==> src/rtl/sacs_pkg.sv <==
// package for the serial converter sequencer: cycle counts, widths, timing
// assumes a single host-supplied clock; no registers reachable by software
package sacs_pkg;
   // -----------------------------------------------------------------
   // conversion frame
   // -----------------------------------------------------------------
   localparam int unsigned CYCLES_PER_CONV = 14;   // clocks per conversion
   localparam int unsigned RESULT_BITS     = 10;   // result width
   localparam int unsigned TRACK_CYCLES    = 2;    // calibrate and track
   localparam int unsigned HOLD_CYCLE      = 3;    // sample at end of this
   localparam int unsigned MSB_CYCLE       = 4;    // first result bit
   localparam int unsigned CNT_W           = 4;
   localparam logic [3:0]  CNT_FIRST       = 4'h1;
   localparam logic [3:0]  CNT_HOLD        = 4'h3;
   localparam logic [3:0]  CNT_LAST        = 4'hE;
   // -----------------------------------------------------------------
   // timing
   // -----------------------------------------------------------------
   localparam int unsigned CLK_PERIOD_NS   = 100;  // 10 MHz
   localparam int unsigned SKID_DEPTH      = 2;    // result buffer entries
   // -----------------------------------------------------------------
   // sequencer states
   // -----------------------------------------------------------------
   typedef enum logic [1:0] {
      SACS_IDLE = 2'b01,
      SACS_CONV = 2'b10
   } sacs_state_t;
endpackage : sacs_pkg

==> src/rtl/sacs_sequencer.sv <==
// conversion sequencer and serial result shifter for a 10-bit SAR converter
// assumes CONVERT_REQUEST_N synchronous to CLOCK; analog core outside gives
// COMPARE_BIT each bit cycle; results also leave through a two-entry buffer
`timescale 1ns/10ps
`default_nettype none

// Operation
// every conversion is exactly fourteen clocks from first conversion clock
// request low while idle starts conversion on next rising edge
// serial output driven low from start until first result bit
// first two cycles calibrate and track; no result bits
// hold taken at the edge ending cycle three
// cycles four to fourteen do ten-bit conversion, MSB first
// one result bit per clock until LSB is out
// request high after LSB: tri-state output and go idle
// request low before end of cycle fourteen: keep output low
// chained conversions start right after clock fourteen
// host clock is fourteen times sample rate, near half duty
// host may stop clock only between conversions
// non-LSB bits change after falling edge, held one period; code changes them after the rising edge
// LSB held only for clock-low interval of clock fourteen; code holds it for the whole of clock fourteen
// host latches LSB carefully, its window is short
// result coding is straight binary
// input tracked from clock fourteen until hold at clock three
// host settles reference between clock thirteen and three
// falling request starts conversion and enables the output driver
// MSB presented after falling edge of clock four; code presents it after the rising edge ending clock four
// free run keeps output low between conversions
// after reset idle with output tri-stated
module sacs_sequencer
   import sacs_pkg::*;
#(
   parameter int unsigned N_BITS = RESULT_BITS
) (
   input  wire logic              CLOCK,
   input  wire logic              RST,
   input  wire logic              CONVERT_REQUEST_N,
   input  wire logic              COMPARE_BIT,
   output logic                   TRACK,
   output logic                   HOLD_STROBE,
   output logic                   BIT_STROBE,
   output logic                   DATA_OUT,
   output logic                   DATA_OE,
   output logic                   BUSY,
   output logic [N_BITS-1:0]      RESULT_BITS_OUT,
   output logic                   RESULT_VALID,
   input  wire logic              RESULT_READY
);

   // -----------------------------------------------------------------
   // state
   // -----------------------------------------------------------------
   sacs_state_t       state_ff;
   logic [CNT_W-1:0]  cnt_ff;
   logic [N_BITS-1:0] sar_ff;
   logic              data_ff;
   logic              oe_ff;
   logic              track_ff;
   logic              hold_ff;
   logic              bit_ff;
   logic              start;
   logic              last;
   logic              bit_cyc;
   logic [CNT_W-1:0]  bit_idx;
   logic              push_valid;
   logic              push_ready;

   // start from idle or chained from the last clock
   assign last    = (state_ff == SACS_CONV) && (cnt_ff == CNT_LAST);
   assign start   = !CONVERT_REQUEST_N &&
                    ((state_ff == SACS_IDLE) || last);
   assign bit_cyc = (state_ff == SACS_CONV) && (cnt_ff > CNT_HOLD) &&
                    (cnt_ff < CNT_LAST);
   assign bit_idx = CNT_LAST - cnt_ff - 4'h1;

   // -----------------------------------------------------------------
   // sequencer and cycle counter
   // -----------------------------------------------------------------
   always_ff @(posedge CLOCK or posedge RST) begin
      if (RST) begin
         state_ff <= SACS_IDLE;
         cnt_ff   <= 4'h0;
      end else begin
         case (state_ff)
            SACS_IDLE: begin
               if (start) begin
                  state_ff <= SACS_CONV;
                  cnt_ff   <= CNT_FIRST;
               end
            end
            SACS_CONV: begin
               if (last && start) begin
                  cnt_ff <= CNT_FIRST;
               end else if (last) begin
                  state_ff <= SACS_IDLE;
                  cnt_ff   <= 4'h0;
               end else begin
                  cnt_ff <= cnt_ff + 4'h1;
               end
            end
            default: begin
               state_ff <= SACS_IDLE;
               cnt_ff   <= 4'h0;
            end
         endcase
      end
   end

   // -----------------------------------------------------------------
   // analog core strobes
   // -----------------------------------------------------------------
   always_ff @(posedge CLOCK or posedge RST) begin
      if (RST) begin
         track_ff <= 1'b1;
         hold_ff  <= 1'b0;
         bit_ff   <= 1'b0;
      end else begin
         // track up to the hold edge ending cycle three, resume in cycle fourteen
         track_ff <= !((state_ff == SACS_CONV) && (cnt_ff >= CNT_HOLD) &&
                       (cnt_ff < CNT_LAST - 4'h1));
         hold_ff  <= (state_ff == SACS_CONV) && (cnt_ff == CNT_HOLD - 4'h1);
         bit_ff   <= bit_cyc;
      end
   end

   // -----------------------------------------------------------------
   // successive approximation register
   // -----------------------------------------------------------------
   always_ff @(posedge CLOCK or posedge RST) begin
      if (RST) begin
         sar_ff <= '0;
      end else if (start) begin
         sar_ff <= '0;
      end else if (bit_cyc) begin
         sar_ff[bit_idx] <= COMPARE_BIT;
      end
   end

   // -----------------------------------------------------------------
   // serial output: low until MSB, one bit per clock, then low or off
   // -----------------------------------------------------------------
   always_ff @(posedge CLOCK or posedge RST) begin
      if (RST) begin
         data_ff <= 1'b0;
         oe_ff   <= 1'b0;
      end else if (start) begin
         data_ff <= 1'b0;
         oe_ff   <= 1'b1;
      end else if (bit_cyc) begin
         data_ff <= COMPARE_BIT;
         oe_ff   <= 1'b1;
      end else if (last) begin
         data_ff <= 1'b0;
         oe_ff   <= 1'b0;
      end else if (state_ff == SACS_CONV && cnt_ff < CNT_HOLD) begin
         data_ff <= 1'b0;
      end
   end

   // -----------------------------------------------------------------
   // two-entry result buffer
   // -----------------------------------------------------------------
   logic [N_BITS-1:0] buf_ff [SKID_DEPTH];
   logic              wr_ff;
   logic              rd_ff;
   logic [1:0]        cnt_buf_ff;
   logic [N_BITS-1:0] done_word;

   assign done_word  = {sar_ff[N_BITS-1:1], COMPARE_BIT};
   assign push_valid = (state_ff == SACS_CONV) && (cnt_ff == CNT_LAST - 4'h1);
   assign push_ready = (cnt_buf_ff != 2'(SKID_DEPTH));

   // words pushed when full are dropped; the host must drain in time
   always_ff @(posedge CLOCK or posedge RST) begin
      if (RST) begin
         wr_ff      <= 1'b0;
         rd_ff      <= 1'b0;
         cnt_buf_ff <= 2'h0;
         buf_ff[0]  <= '0;
         buf_ff[1]  <= '0;
      end else begin
         if (push_valid && push_ready) begin
            buf_ff[wr_ff] <= done_word;
            wr_ff         <= !wr_ff;
         end
         if (RESULT_VALID && RESULT_READY) begin
            rd_ff <= !rd_ff;
         end
         cnt_buf_ff <= cnt_buf_ff + 2'(push_valid && push_ready)
                                  - 2'(RESULT_VALID && RESULT_READY);
      end
   end

   // registered read side
   always_ff @(posedge CLOCK or posedge RST) begin
      if (RST) begin
         RESULT_VALID    <= 1'b0;
         RESULT_BITS_OUT <= '0;
      end else begin
         if (!RESULT_VALID || RESULT_READY) begin
            RESULT_VALID    <= 1'b0;
            RESULT_BITS_OUT <= '0;
            if (cnt_buf_ff != 2'h0 && !(RESULT_VALID && cnt_buf_ff == 2'h1)) begin
               RESULT_VALID    <= 1'b1;
               RESULT_BITS_OUT <= buf_ff[rd_ff ^ RESULT_VALID];
            end
         end
      end
   end

   // -----------------------------------------------------------------
   // registered outputs
   // -----------------------------------------------------------------
   always_ff @(posedge CLOCK or posedge RST) begin
      if (RST) begin
         BUSY <= 1'b0;
      end else begin
         BUSY <= start || ((state_ff == SACS_CONV) && !last);
      end
   end

   assign DATA_OUT    = data_ff;
   assign DATA_OE     = oe_ff;
   assign TRACK       = track_ff;
   assign HOLD_STROBE = hold_ff;
   assign BIT_STROBE  = bit_ff;

endmodule : sacs_sequencer

`default_nettype wire

==> config.mk <==
export PLATFORM = sky130hd
export DESIGN_NAME = sacs_sequencer
export DESIGN_NICKNAME = d
export VERILOG_FILES = /design/src/rtl/sacs_pkg.sv /design/src/rtl/sacs_sequencer.sv
export SDC_FILE = /design/constraint.sdc
export NUM_CORES = 1
export LEC_CHECK = 0
export BUFFER_PORTS_ARGS = -buffer_cell sky130_fd_sc_hd__clkbuf_2
export CORE_MARGIN = 10
export CORE_UTILIZATION = 45
export DETAILED_ROUTE_END_ITERATION = 7
export PLACE_DENSITY = 0.61
export SYNTH_ARGS = -nofsm -noshare
export SYNTH_HDL_FRONTEND = slang
export SYNTH_SLANG_ARGS = --single-unit
==> constraint.sdc <==
create_clock -name CLOCK -period 2.5 [get_ports CLOCK]
set_input_delay 0 -clock CLOCK [delete_from_list [all_inputs] [get_ports CLOCK]]
set_output_delay 0 -clock CLOCK [all_outputs]
set_load 0.02 [all_outputs]
==> results of run 1 <==
[cell families (layout without fill, tap and decap cells)]
kind of cell,count (synthesis),count (layout),synth area share (%)
buffers and inverters,18,47,2.82
adder cells (fa/ha/maj),10,10,4.78
XOR/XNOR,5,5,2.39
AO/OA/AOI/OAI,51,51,11.3
flip-flops,56,56,53.6
AND/OR/NAND/NOR,62,62,12.7
multiplexers,30,30,12.4
[report_power, final]
part / total [W] / internal (W) / switching (W)
Clock: 0.000489 / 0.000200 / 0.000289
Combinational: 0.000630 / 0.000261 / 0.000369
Sequential: 0.00106 / 0.000983 / 0.0000779
[cells in the final DEF, fill, tap and decap left out, drive strengths merged, types with 4 or more instances in the layout]
cell | Yosys | routed
nand3 | 8 | 8
dfrtp | 54 | 54
a21oi | 14 | 14
ha | 10 | 10
o21ai | 21 | 21
xnor2 | 5 | 5
nand2 | 26 | 26
nand4 | 4 | 4
nor2 | 6 | 6
mux2i | 10 | 10
inv | 10 | 10
clkbuf | 2 | 27
nor2b | 4 | 4
buf | 6 | 7
mux2 | 20 | 20
[area by class of cell]
cell class | count | area, um2
Fill cell | 522 | 2650
Clock inverter | 2 | 16.3
Clock buffer | 6 | 72.6
Multi-Input combinational cell | 158 | 1140
Inverter | 10 | 37.5
Timing Repair Buffer | 29 | 168
Sequential cell | 56 | 1400
Tap cell | 72 | 90.1
[how the worst max path moves through the flow]
stage                    endpoint  slack, ns  cells past startpoint  startpoint
floorplan           cnt_buf_ff[1]       0.54                     10   cnt_ff[1]
global placement    cnt_buf_ff[1]       0.47                     10   cnt_ff[1]
detailed placement  cnt_buf_ff[1]       0.41                     10   cnt_ff[1]
CTS                 cnt_buf_ff[1]       0.38                     10   cnt_ff[1]
global route        cnt_buf_ff[1]       0.24                     10   cnt_ff[1]
finish              cnt_buf_ff[1]       0.40                     10   cnt_ff[1]
[routing by layer]
layer / wire length, um / track usage, %
met1: 2350 / 15.1
met2: 2310 / 18.2
met3: 210 / 3.19
met4: 22 / 3.56
met5: 0 / 0
[sequential cells by signal, indices dropped and copies added (netlist names), 2 cells and up]
name and count:
buf_ff 20, RESULT_BITS_OUT 10, sar_ff 9, cnt_ff 4, cnt_buf_ff 2, state_ff 2
[per-stage QoR]
stage	instances	hold WS, ns	instance area, um2	util [%]
3_3_place_gp	324	0.0318	2830	50.8
2_1_floorplan	232	0.169	2620	-
3_5_place_dp	324	0.0384	2830	50.8
6_report	333	0.00412	2930	52.5
4_1_cts	333	0.00108	2930	52.5
5_1_grt	333	0.0414	2930	52.5
[worst register-to-register path: stages (launching register included)]
cell and delay [ns]:
dfrtp_1 0.48, inv_1 0.13, ha_1 0.17, nand2_1 0.10, nor3_2 0.23, inv_2 0.12, ha_1 0.29, inv_1 0.04
ha_1 0.17, xnor2_1 0.17, xnor2_1 0.13
[timing repair]
action                    4_1_cts  5_1_grt
hold endpoints to repair       18        0
setup buffers                   0        0
hold buffers                    1        0
==> flow_metrics.tcl, run 1 <==
set metrics [dict create \
    synth.area.top_cells "dfrtp_1 (52%), mux2_2 (8.6%), ha_1 (4.8%)" \
    yosys.area.top_type "dfrtp_1" \
    rsz0062_at_grt "no" \
    crit_top_cell "ha_1" \
    critical_path.top_delay_family "adder cells" \
    hold_depth 3 \
    place_ws_ns 0.412 \
    critPathMaxFanout 8 \
    syn_inst 232 \
    r2r_start "cnt_ff[1]" \
    final_layout_size_suffix_gt1_share_pct 24.1 \
    min_to "state_ff[0]" \
    syn_avg_cell_area_um2 11.3 \
    yosysSeqAreaShare_pct 53.6 \
    port_buffers 21 \
    r2r_cells 10 \
    start_util_pct 47.0 \
    synthFlopType "dfrtp_1" \
    routed_wl_um 4890 \
    path_clk_slew_ns 0.10 \
    finalSetupTns_ns 0 \
    cts_made_buffers 5 \
    clockBufferDepth 2 \
    dpl.hpwl_um 3630 \
    rows 27 \
    die_h_um 96.3 \
    status "completed" \
    timing.max_cap.violations 0 \
    worst_slew_pin_slew_ns 0.725 \
    holdCritStartpoint "CONVERT_REQUEST_N" \
    synthArstFlopShare_pct 100 \
    dr.pass1.iters 4 \
    max_stage_delay_ns 0.48 \
    core_area_um2 5570 \
    grt_pass1_vias 1746 \
    cts_tree "built" \
    setup_viol 0 \
    start_kind "flip-flop" \
    netlist_top_cells_count "dfrtp_1 (54), nand2_1 (25), mux2_2 (20), o21ai_0 (20), a21oi_1 (14)" \
    relSlewSlack_pct 51.3 \
    peakVddDrop_uv 395 \
    drc 0 \
    synth_cell_types 42 \
    synth_top_area_share_pct 51.6 \
    fin_nets 275 \
    ys_ff_latch 56 \
    antenna_found_initial 0 \
    p_per_area_nw_per_um2 744 \
    synth_area_um2 2620 \
    num_antenna_cells 0 \
    htreeDepth 2 \
    ant_nets 0 \
    p_leak_nw 1.41 \
    worst_slack_ns 0.400 \
    hold_path_class "input pin to flip-flop" \
    fmax_ghz 0.476 \
    area_growth_pct 11.8 \
    cts.sinks 56 \
    grt_max_degree 23 \
    layout_min_cycle_time_ns 2.10 \
    dr_total_vias 1720 \
    cp.arrival_ns 2.33 \
    gp_congestion 0.826 \
    crit_chain "inv_1, ha_1, nand2_1, nor3_2, inv_2, ha_1, inv_1, ha_1, xnor2_1, xnor2_1" \
    grtUsageTotal_pct 11.5 \
    synth_most_common_cell "dfrtp_1" \
    via_per_inst 5.17 \
    report.final.hold_viol_count 0 \
    overflow 0 \
    synth_nets 247 \
    ctsResizeCount 0 \
    crit_path_top_delay_cell "dfrtp_1" \
    crit_buf_inv 3 \
    insertion_delay_ns 0.30 \
    critical_path_class "flip-flop to flip-flop" \
    r2r_end "cnt_buf_ff[1]" \
    endpoint_kind "flip-flop" \
    yosys_warnings 0 \
    drv_slew 0 \
    first_iter_violations 78 \
    wire_per_inst_um 14.7 \
    grt_pass1_wl_um 8550 \
    die_w_um 96.3 \
    cts-root-buf "clkbuf_8" \
    required_ns 2.73 \
    fin_crit_sh_pct 84.0 \
    rrSetupSlack_ns 0.40 \
    design.die.area_um2 9270 \
    synth-edff-count 0 \
    io_pins 22 \
    skew_ns 0.00809 \
    totalPowerFinal_w 0.00218 \
]
No activity file was read; power rests on OpenSTA's default activity.
==> inputs of run 2 (changes only) <==
--- a/config.mk
+++ b/config.mk
@@ -9,7 +9,7 @@
 export CORE_MARGIN = 10
 export CORE_UTILIZATION = 45
 export DETAILED_ROUTE_END_ITERATION = 7
-export PLACE_DENSITY = 0.61
+export PLACE_DENSITY = 0.63
 export SYNTH_ARGS = -nofsm -noshare
 export SYNTH_HDL_FRONTEND = slang
 export SYNTH_SLANG_ARGS = --single-unit
==> constraint.sdc (replaced) <==
create_clock -name CLOCK -period 1.93 [get_ports CLOCK]
set_input_delay 0 -clock CLOCK [delete_from_list [all_inputs] [get_ports CLOCK]]
set_output_delay 0 -clock CLOCK [all_outputs]
set_load 0.02 [all_outputs]
==> run 2 against run 1 <==
  * Critical path depth unchanged
  * Global-route usage increased by 0.64 points
  * Design area increased by 2.3%
  * Largest cell class unchanged
  * Clock power increased by 36%
  * Register-to-register slack got worse by 0.33 ns
  * Utilization increased by 1.2 points
  * Hold slack improved by 0.016 ns
==> flow_metrics.tcl, run 2 (synthesized netlist as in run 1, its figures left out) <==
set metrics [dict create \
    num_antenna_cells 0 \
    p_leak_nw 1.45 \
    critical_path_class "flip-flop to flip-flop" \
    drv_slew 0 \
    p_int_w 0.00189 \
    dpl.hpwl_um 3840 \
    io_pins 22 \
    r2r_cells 10 \
    dr_total_vias 1815 \
    hold_path_class "input pin to flip-flop" \
    grtUsageTotal_pct 12.2 \
    largestRegisters "buf_ff (20), RESULT_BITS_OUT (10), sar_ff (9)" \
    status "completed" \
    grt_pass1_vias 1868 \
    drc 0 \
    crit_chain "inv_2, ha_2, nand2_2, nor3_4, inv_2, ha_1, inv_1, ha_1, xnor2_1, xnor2_1" \
    overflow 0 \
    holdWs_ns 0.0206 \
    cts.sinks 56 \
    max_stage_delay_ns 0.42 \
    area_growth_pct 14.4 \
    port_buffers 21 \
    p_switching_w 0.00100 \
    gp_congestion 0.844 \
    first_iter_violations 85 \
    wire_per_inst_um 15.2 \
    critPathMaxFanout 3 \
    relSlewSlack_pct 47.4 \
    fin_nets 281 \
    routed_wl_um 5140 \
    most-common-layout-cells "dfrtp_1 (53), nand2_1 (24), clkbuf_2 (21)" \
    insertion_delay_ns 0.32 \
    grt_max_degree 26 \
    worst_slew_pin_slew_ns 0.787 \
    rows 27 \
    cts_tree "built" \
    clkPwrFrac_pct 22.9 \
    final_layout_size_suffix_gt1_share_pct 27.7 \
    p_per_area_nw_per_um2 966 \
    placed_cell_area_um2 2880 \
    post_cts_buffers 0 \
    hold_depth 3 \
    report.final.hold_viol_count 0 \
    largest_reg_flops 20 \
    path_clk_slew_ns 0.10 \
    power_frac_seq_pct 47.3 \
    cp.arrival_ns 2.11 \
    p_comb_share_pct 29.7 \
    peakVddDrop_uv 622 \
    ant_nets 0 \
    cts_made_buffers 5 \
    fin_util_pct 53.8 \
    core_area_um2 5570 \
    rsz0062_at_grt "yes" \
    antenna_found_initial 0 \
    skew_ns 0.00735 \
    htreeDepth 2 \
    dr.pass1.iters 4 \
    die_w_um 96.3 \
    endpoint_kind "flip-flop" \
    min_to "state_ff[0]" \
    design_area_um2 3000 \
    die_h_um 96.3 \
    swShare_pct 34.6 \
    holdCritStartpoint "CONVERT_REQUEST_N" \
    rrSetupSlack_ns 0.07 \
    r2r_start "cnt_ff[1]" \
    regMostFlops "buf_ff" \
    layout_min_cycle_time_ns 1.86 \
    required_ns 2.17 \
    via_per_inst 5.35 \
    crit_path_top_delay_cell "dfrtp_2" \
    clockBufferDepth 2 \
    fin_crit_sh_pct 96.4 \
    fmax_ghz 0.537 \
    grt_pass1_wl_um 8950 \
    start_kind "flip-flop" \
    design.die.area_um2 9270 \
    start_util_pct 47.0 \
    cts-root-buf "clkbuf_8" \
    timing.max_cap.violations 0 \
    r2r_end "cnt_buf_ff[1]" \
    final_common_cell "dfrtp_1" \
    setup_viol 0 \
]
## run 2: final cells by class
class | count | area, um2
clock inverters | 3 | 22.5
fillers | 490 | 2580
flip-flops and latches | 56 | 1410
well taps | 72 | 90.1
multi-input cells | 158 | 1160
inverters | 10 | 37.5
repair buffers | 35 | 215
clock buffers | 5 | 68.8
## run 2: what timing repair did
item	in CTS	in global routing
hold buffers	2	0
endpoints found under the setup margin	0	15
hold endpoints to repair	23	0
gates resized for setup	0	2
## run 2: worst max-delay path, delay by kind of cell (launching register included)
kind / cells / cell delay, ns
fa+ha+maj: 3 / 0.63
simple gates: 2 / 0.29
xor+xnor: 2 / 0.29
buf+inv: 3 / 0.16
flops: 1 / 0.42
## run 2: through the flow
| stage | TNS, ns | power, W | instances | setup slack [ns] |
|---|---|---|---|---|
| after floorplan | 0 | 0.00203 | 232 | 0.0208 |
| after global placement | 0 | 0.00224 | 329 | 0.102 |
| after detailed placement | 0 | 0.00226 | 329 | 0.0537 |
| after CTS | 0 | 0.00293 | 339 | 0.0390 |
| after global routing | -0.0681 | 0.00307 | 339 | -0.0514 |
| final | 0 | 0.00289 | 339 | 0.0686 |
## run 2: worst max path at each step
stage | start | end | slack [ns] | depth (start not counted)
after detailed placement | cnt_ff[1] | cnt_buf_ff[1] | 0.05 | 10
after global routing | cnt_ff[1] | cnt_buf_ff[1] | -0.05 | 10
after global placement | cnt_ff[1] | cnt_buf_ff[1] | 0.10 | 10
after CTS | cnt_ff[1] | cnt_buf_ff[1] | 0.04 | 10
after floorplan | cnt_ff[1] | cnt_buf_ff[1] | 0.02 | 10
final | cnt_ff[1] | cnt_buf_ff[1] | 0.07 | 10
## run 2: power groups by stage
stage,sequential [W],combinational (W),clock [W]
3_5_place_dp,0.00139,0.000868,0
3_3_place_gp,0.00139,0.000852,0
4_1_cts,0.00137,0.000873,0.000689
5_1_grt,0.00139,0.000949,0.000729
2_1_floorplan,0.00142,0.000607,0
6_report,0.00137,0.000861,0.000664
## run 2: per-layer routing
metal | vias up | global-route usage [%] | share of wire [%]
li1 | 895 | - | -
met1 | 888 | 15.0 | 46
met2 | 25 | 20.6 | 49
met3 | 7 | 3.50 | 4.3
met4 | 0 | 2.83 | 1.1
met5 | - | 0 | 0
==> inputs of run 3 (changes only) <==
--- a/config.mk
+++ b/config.mk
@@ -6,10 +6,12 @@
 export NUM_CORES = 1
 export LEC_CHECK = 0
 export BUFFER_PORTS_ARGS = -buffer_cell sky130_fd_sc_hd__clkbuf_2
+export CELL_PAD_IN_SITES_DETAIL_PLACEMENT = 0
+export CELL_PAD_IN_SITES_GLOBAL_PLACEMENT = 2
 export CORE_MARGIN = 10
-export CORE_UTILIZATION = 45
+export CORE_UTILIZATION = 36
 export DETAILED_ROUTE_END_ITERATION = 7
-export PLACE_DENSITY = 0.63
+export PLACE_DENSITY = 0.73
 export SYNTH_ARGS = -nofsm -noshare
 export SYNTH_HDL_FRONTEND = slang
 export SYNTH_SLANG_ARGS = --single-unit
==> run 3 against run 2 <==
  * Non-clock buffer count did not move
  * Critical path type unchanged
  * Routed wire length rose by 2.8%
  * Sequential power barely moved
  * Fmax rose by 2.5%
  * Clock skew rose by 0.0042 ns
  * Die area rose by 20%
  * Register-to-register slack improved by 0.05 ns
  * Design area rose by 1.7%
==> flow_metrics.tcl, run 3 (synthesized netlist as in run 1, its figures left out) <==
set metrics [dict create \
    status "completed" \
    cp.arrival_ns 2.02 \
    via_per_inst 4.91 \
    placedCellCount 356 \
    crit_top_cell "ha_1" \
    path_clk_slew_ns 0.10 \
    fin_util_pct 42.5 \
    core_area_um2 7180 \
    ant_nets 0 \
    num_antenna_cells 0 \
    final_common_cell "dfrtp_1" \
    stdcell_count 366 \
    p_per_area_nw_per_um2 957 \
    area_growth_pct 16.3 \
    largest_reg_flops 20 \
    crit_path_top_delay_cell "dfrtp_2" \
    start_kind "flip-flop" \
    setup_viol 0 \
    clockBufferDepth 2 \
    max_stage_delay_ns 0.42 \
    fin_nets 281 \
    drv_slew 0 \
    die_w_um 105 \
    routed_wl_um 5290 \
    regMostFlops "buf_ff" \
    layout_min_cycle_time_ns 1.82 \
    drc 0 \
    largestRegisters "buf_ff (20), RESULT_BITS_OUT (10), sar_ff (9)" \
    antenna_found_initial 0 \
    grtUsageTotal_pct 10.2 \
    cts_made_buffers 5 \
    crit_buf_inv 3 \
    skew_ns 0.0116 \
    grt_pass1_wl_um 9320 \
    top_layer "met4" \
    die_h_um 105 \
    post_cts_buffers 0 \
    grt_max_degree 37 \
    hold_path_class "input pin to flip-flop" \
    critPathMaxFanout 3 \
    relSlewSlack_pct 45.7 \
    rows 31 \
    most-common-layout-cells "dfrtp_1 (53), nand2_1 (24), clkbuf_2 (21)" \
    overflow 0 \
    timing.max_cap.violations 0 \
    worst_slew_pin_slew_ns 0.813 \
    htreeDepth 2 \
    fillers 706 \
    first_iter_violations 48 \
    start_util_pct 36.5 \
    gp_congestion 0.753 \
    rsz0062_at_grt "no" \
    required_ns 2.13 \
    io_pins 22 \
    endpoint_kind "flip-flop" \
    multi_input_area_um2 1160 \
    final_layout_size_suffix_gt1_share_pct 27.7 \
    routed-wl-met3_um 193 \
    dpl.hpwl_um 3860 \
    cts-root-buf "clkbuf_8" \
    port_buffers 21 \
    hold_depth 3 \
    critical_path_class "flip-flop to flip-flop" \
    met2WireLength_um 2450 \
    p_leak_nw 1.46 \
    r2r_cells 10 \
    wire_per_inst_um 14.5 \
    cts_tree "built" \
    drt-met1-wl_um 2580 \
    insertion_delay_ns 0.32 \
    report.final.hold_viol_count 0 \
    crit_chain "inv_2, ha_1, nand2_2, nor3_4, inv_2, ha_1, inv_1, ha_1, xnor2_2, xnor2_1" \
    grt_pass1_vias 1751 \
    cts.sinks 56 \
    cp.depth 10 \
    dr.pass1.iters 4 \
    peakVddDrop_uv 426 \
    fin_crit_sh_pct 94.1 \
    fmax_ghz 0.551 \
    dr_total_vias 1798 \
    design.die.area_um2 11100 \
    seq_area_um2 1410 \
    critical_path.top_delay_family "adder cells" \
    finalSetupTns_ns 0 \
]
==> run 3: cell types whose count changed in the layout (fill, tap and decap cells not counted), sizes merged <==
| cell | previous run | this run |
|---|---|---|
| clkinvlp | 0 | 1 |
| clkinv | 2 | 1 |
==> run 3: timing repair <==
action | in CTS | in global routing
hold buffers | 2 | 0
resized for setup | 0 | 2
setup endpoints to repair | 0 | 7
endpoints found under the hold margin | 19 | 0
==> run 3: worst register-to-register path, stage by stage, from the launching register on <==
cell,delay (ns)
dfrtp_2,0.42
inv_2,0.07
ha_1,0.17
nand2_2,0.09
nor3_4,0.15
inv_2,0.05
ha_1,0.27
inv_1,0.04
ha_1,0.20
xnor2_2,0.14
xnor2_1,0.12
==> run 3: per-layer routing <==
layer | track usage (%) | vias up
met5 | 0 | -
met4 | 3.24 | 0
met3 | 3.05 | 5
met2 | 15.9 | 17
met1 | 13.1 | 888
li1 | - | 888
==> run 3: cell type report <==
cell class	count	area share, %
Timing Repair Buffer	35	7.47
Clock buffer	5	2.26
Tap cell	99	4.07
Inverter	10	1.23
Clock inverter	3	0.698
Sequential cell	56	46.1
Multi-Input combinational cell	158	38.2
==> run 3: path summary, 6_finish.rpt <==
kind / end / slack, ns / startpoint
hold / removal: state_ff[0] / 0.02 / CONVERT_REQUEST_N
max in group asynchronous: BUSY / 1.15 / RST
setup / recovery: cnt_buf_ff[1] / 0.11 / cnt_ff[1]
setup reg to reg: cnt_buf_ff[1] / 0.11 / cnt_ff[1]
hold reg to reg: RESULT_BITS_OUT[4] / 0.48 / RESULT_BITS_OUT[4]
min in group asynchronous: cnt_ff[0] / 0.23 / RST
==> run 3: through the flow <==
step / instance area, um2 / setup slack [ns] / hold slack (ns) / power (W)
floorplan: 2640 / 0.0208 / 0.169 / 0.00203
global placement: 2920 / 0.0598 / 0.0373 / 0.00227
detailed placement: 2920 / 0.0623 / 0.0308 / 0.00227
CTS: 3030 / 0.0326 / 0.0119 / 0.00294
global route: 3050 / 0.00557 / 0.0466 / 0.00311
finish: 3050 / 0.115 / 0.0173 / 0.00291
==> run 3: power breakdown <==
| part | switching (W) | internal, W | total, W |
|---|---|---|---|
| Combinational | 0.000510 | 0.000367 | 0.000877 |
| Sequential | 0.0000971 | 0.00127 | 0.00137 |
| Clock | 0.000408 | 0.000259 | 0.000667 |
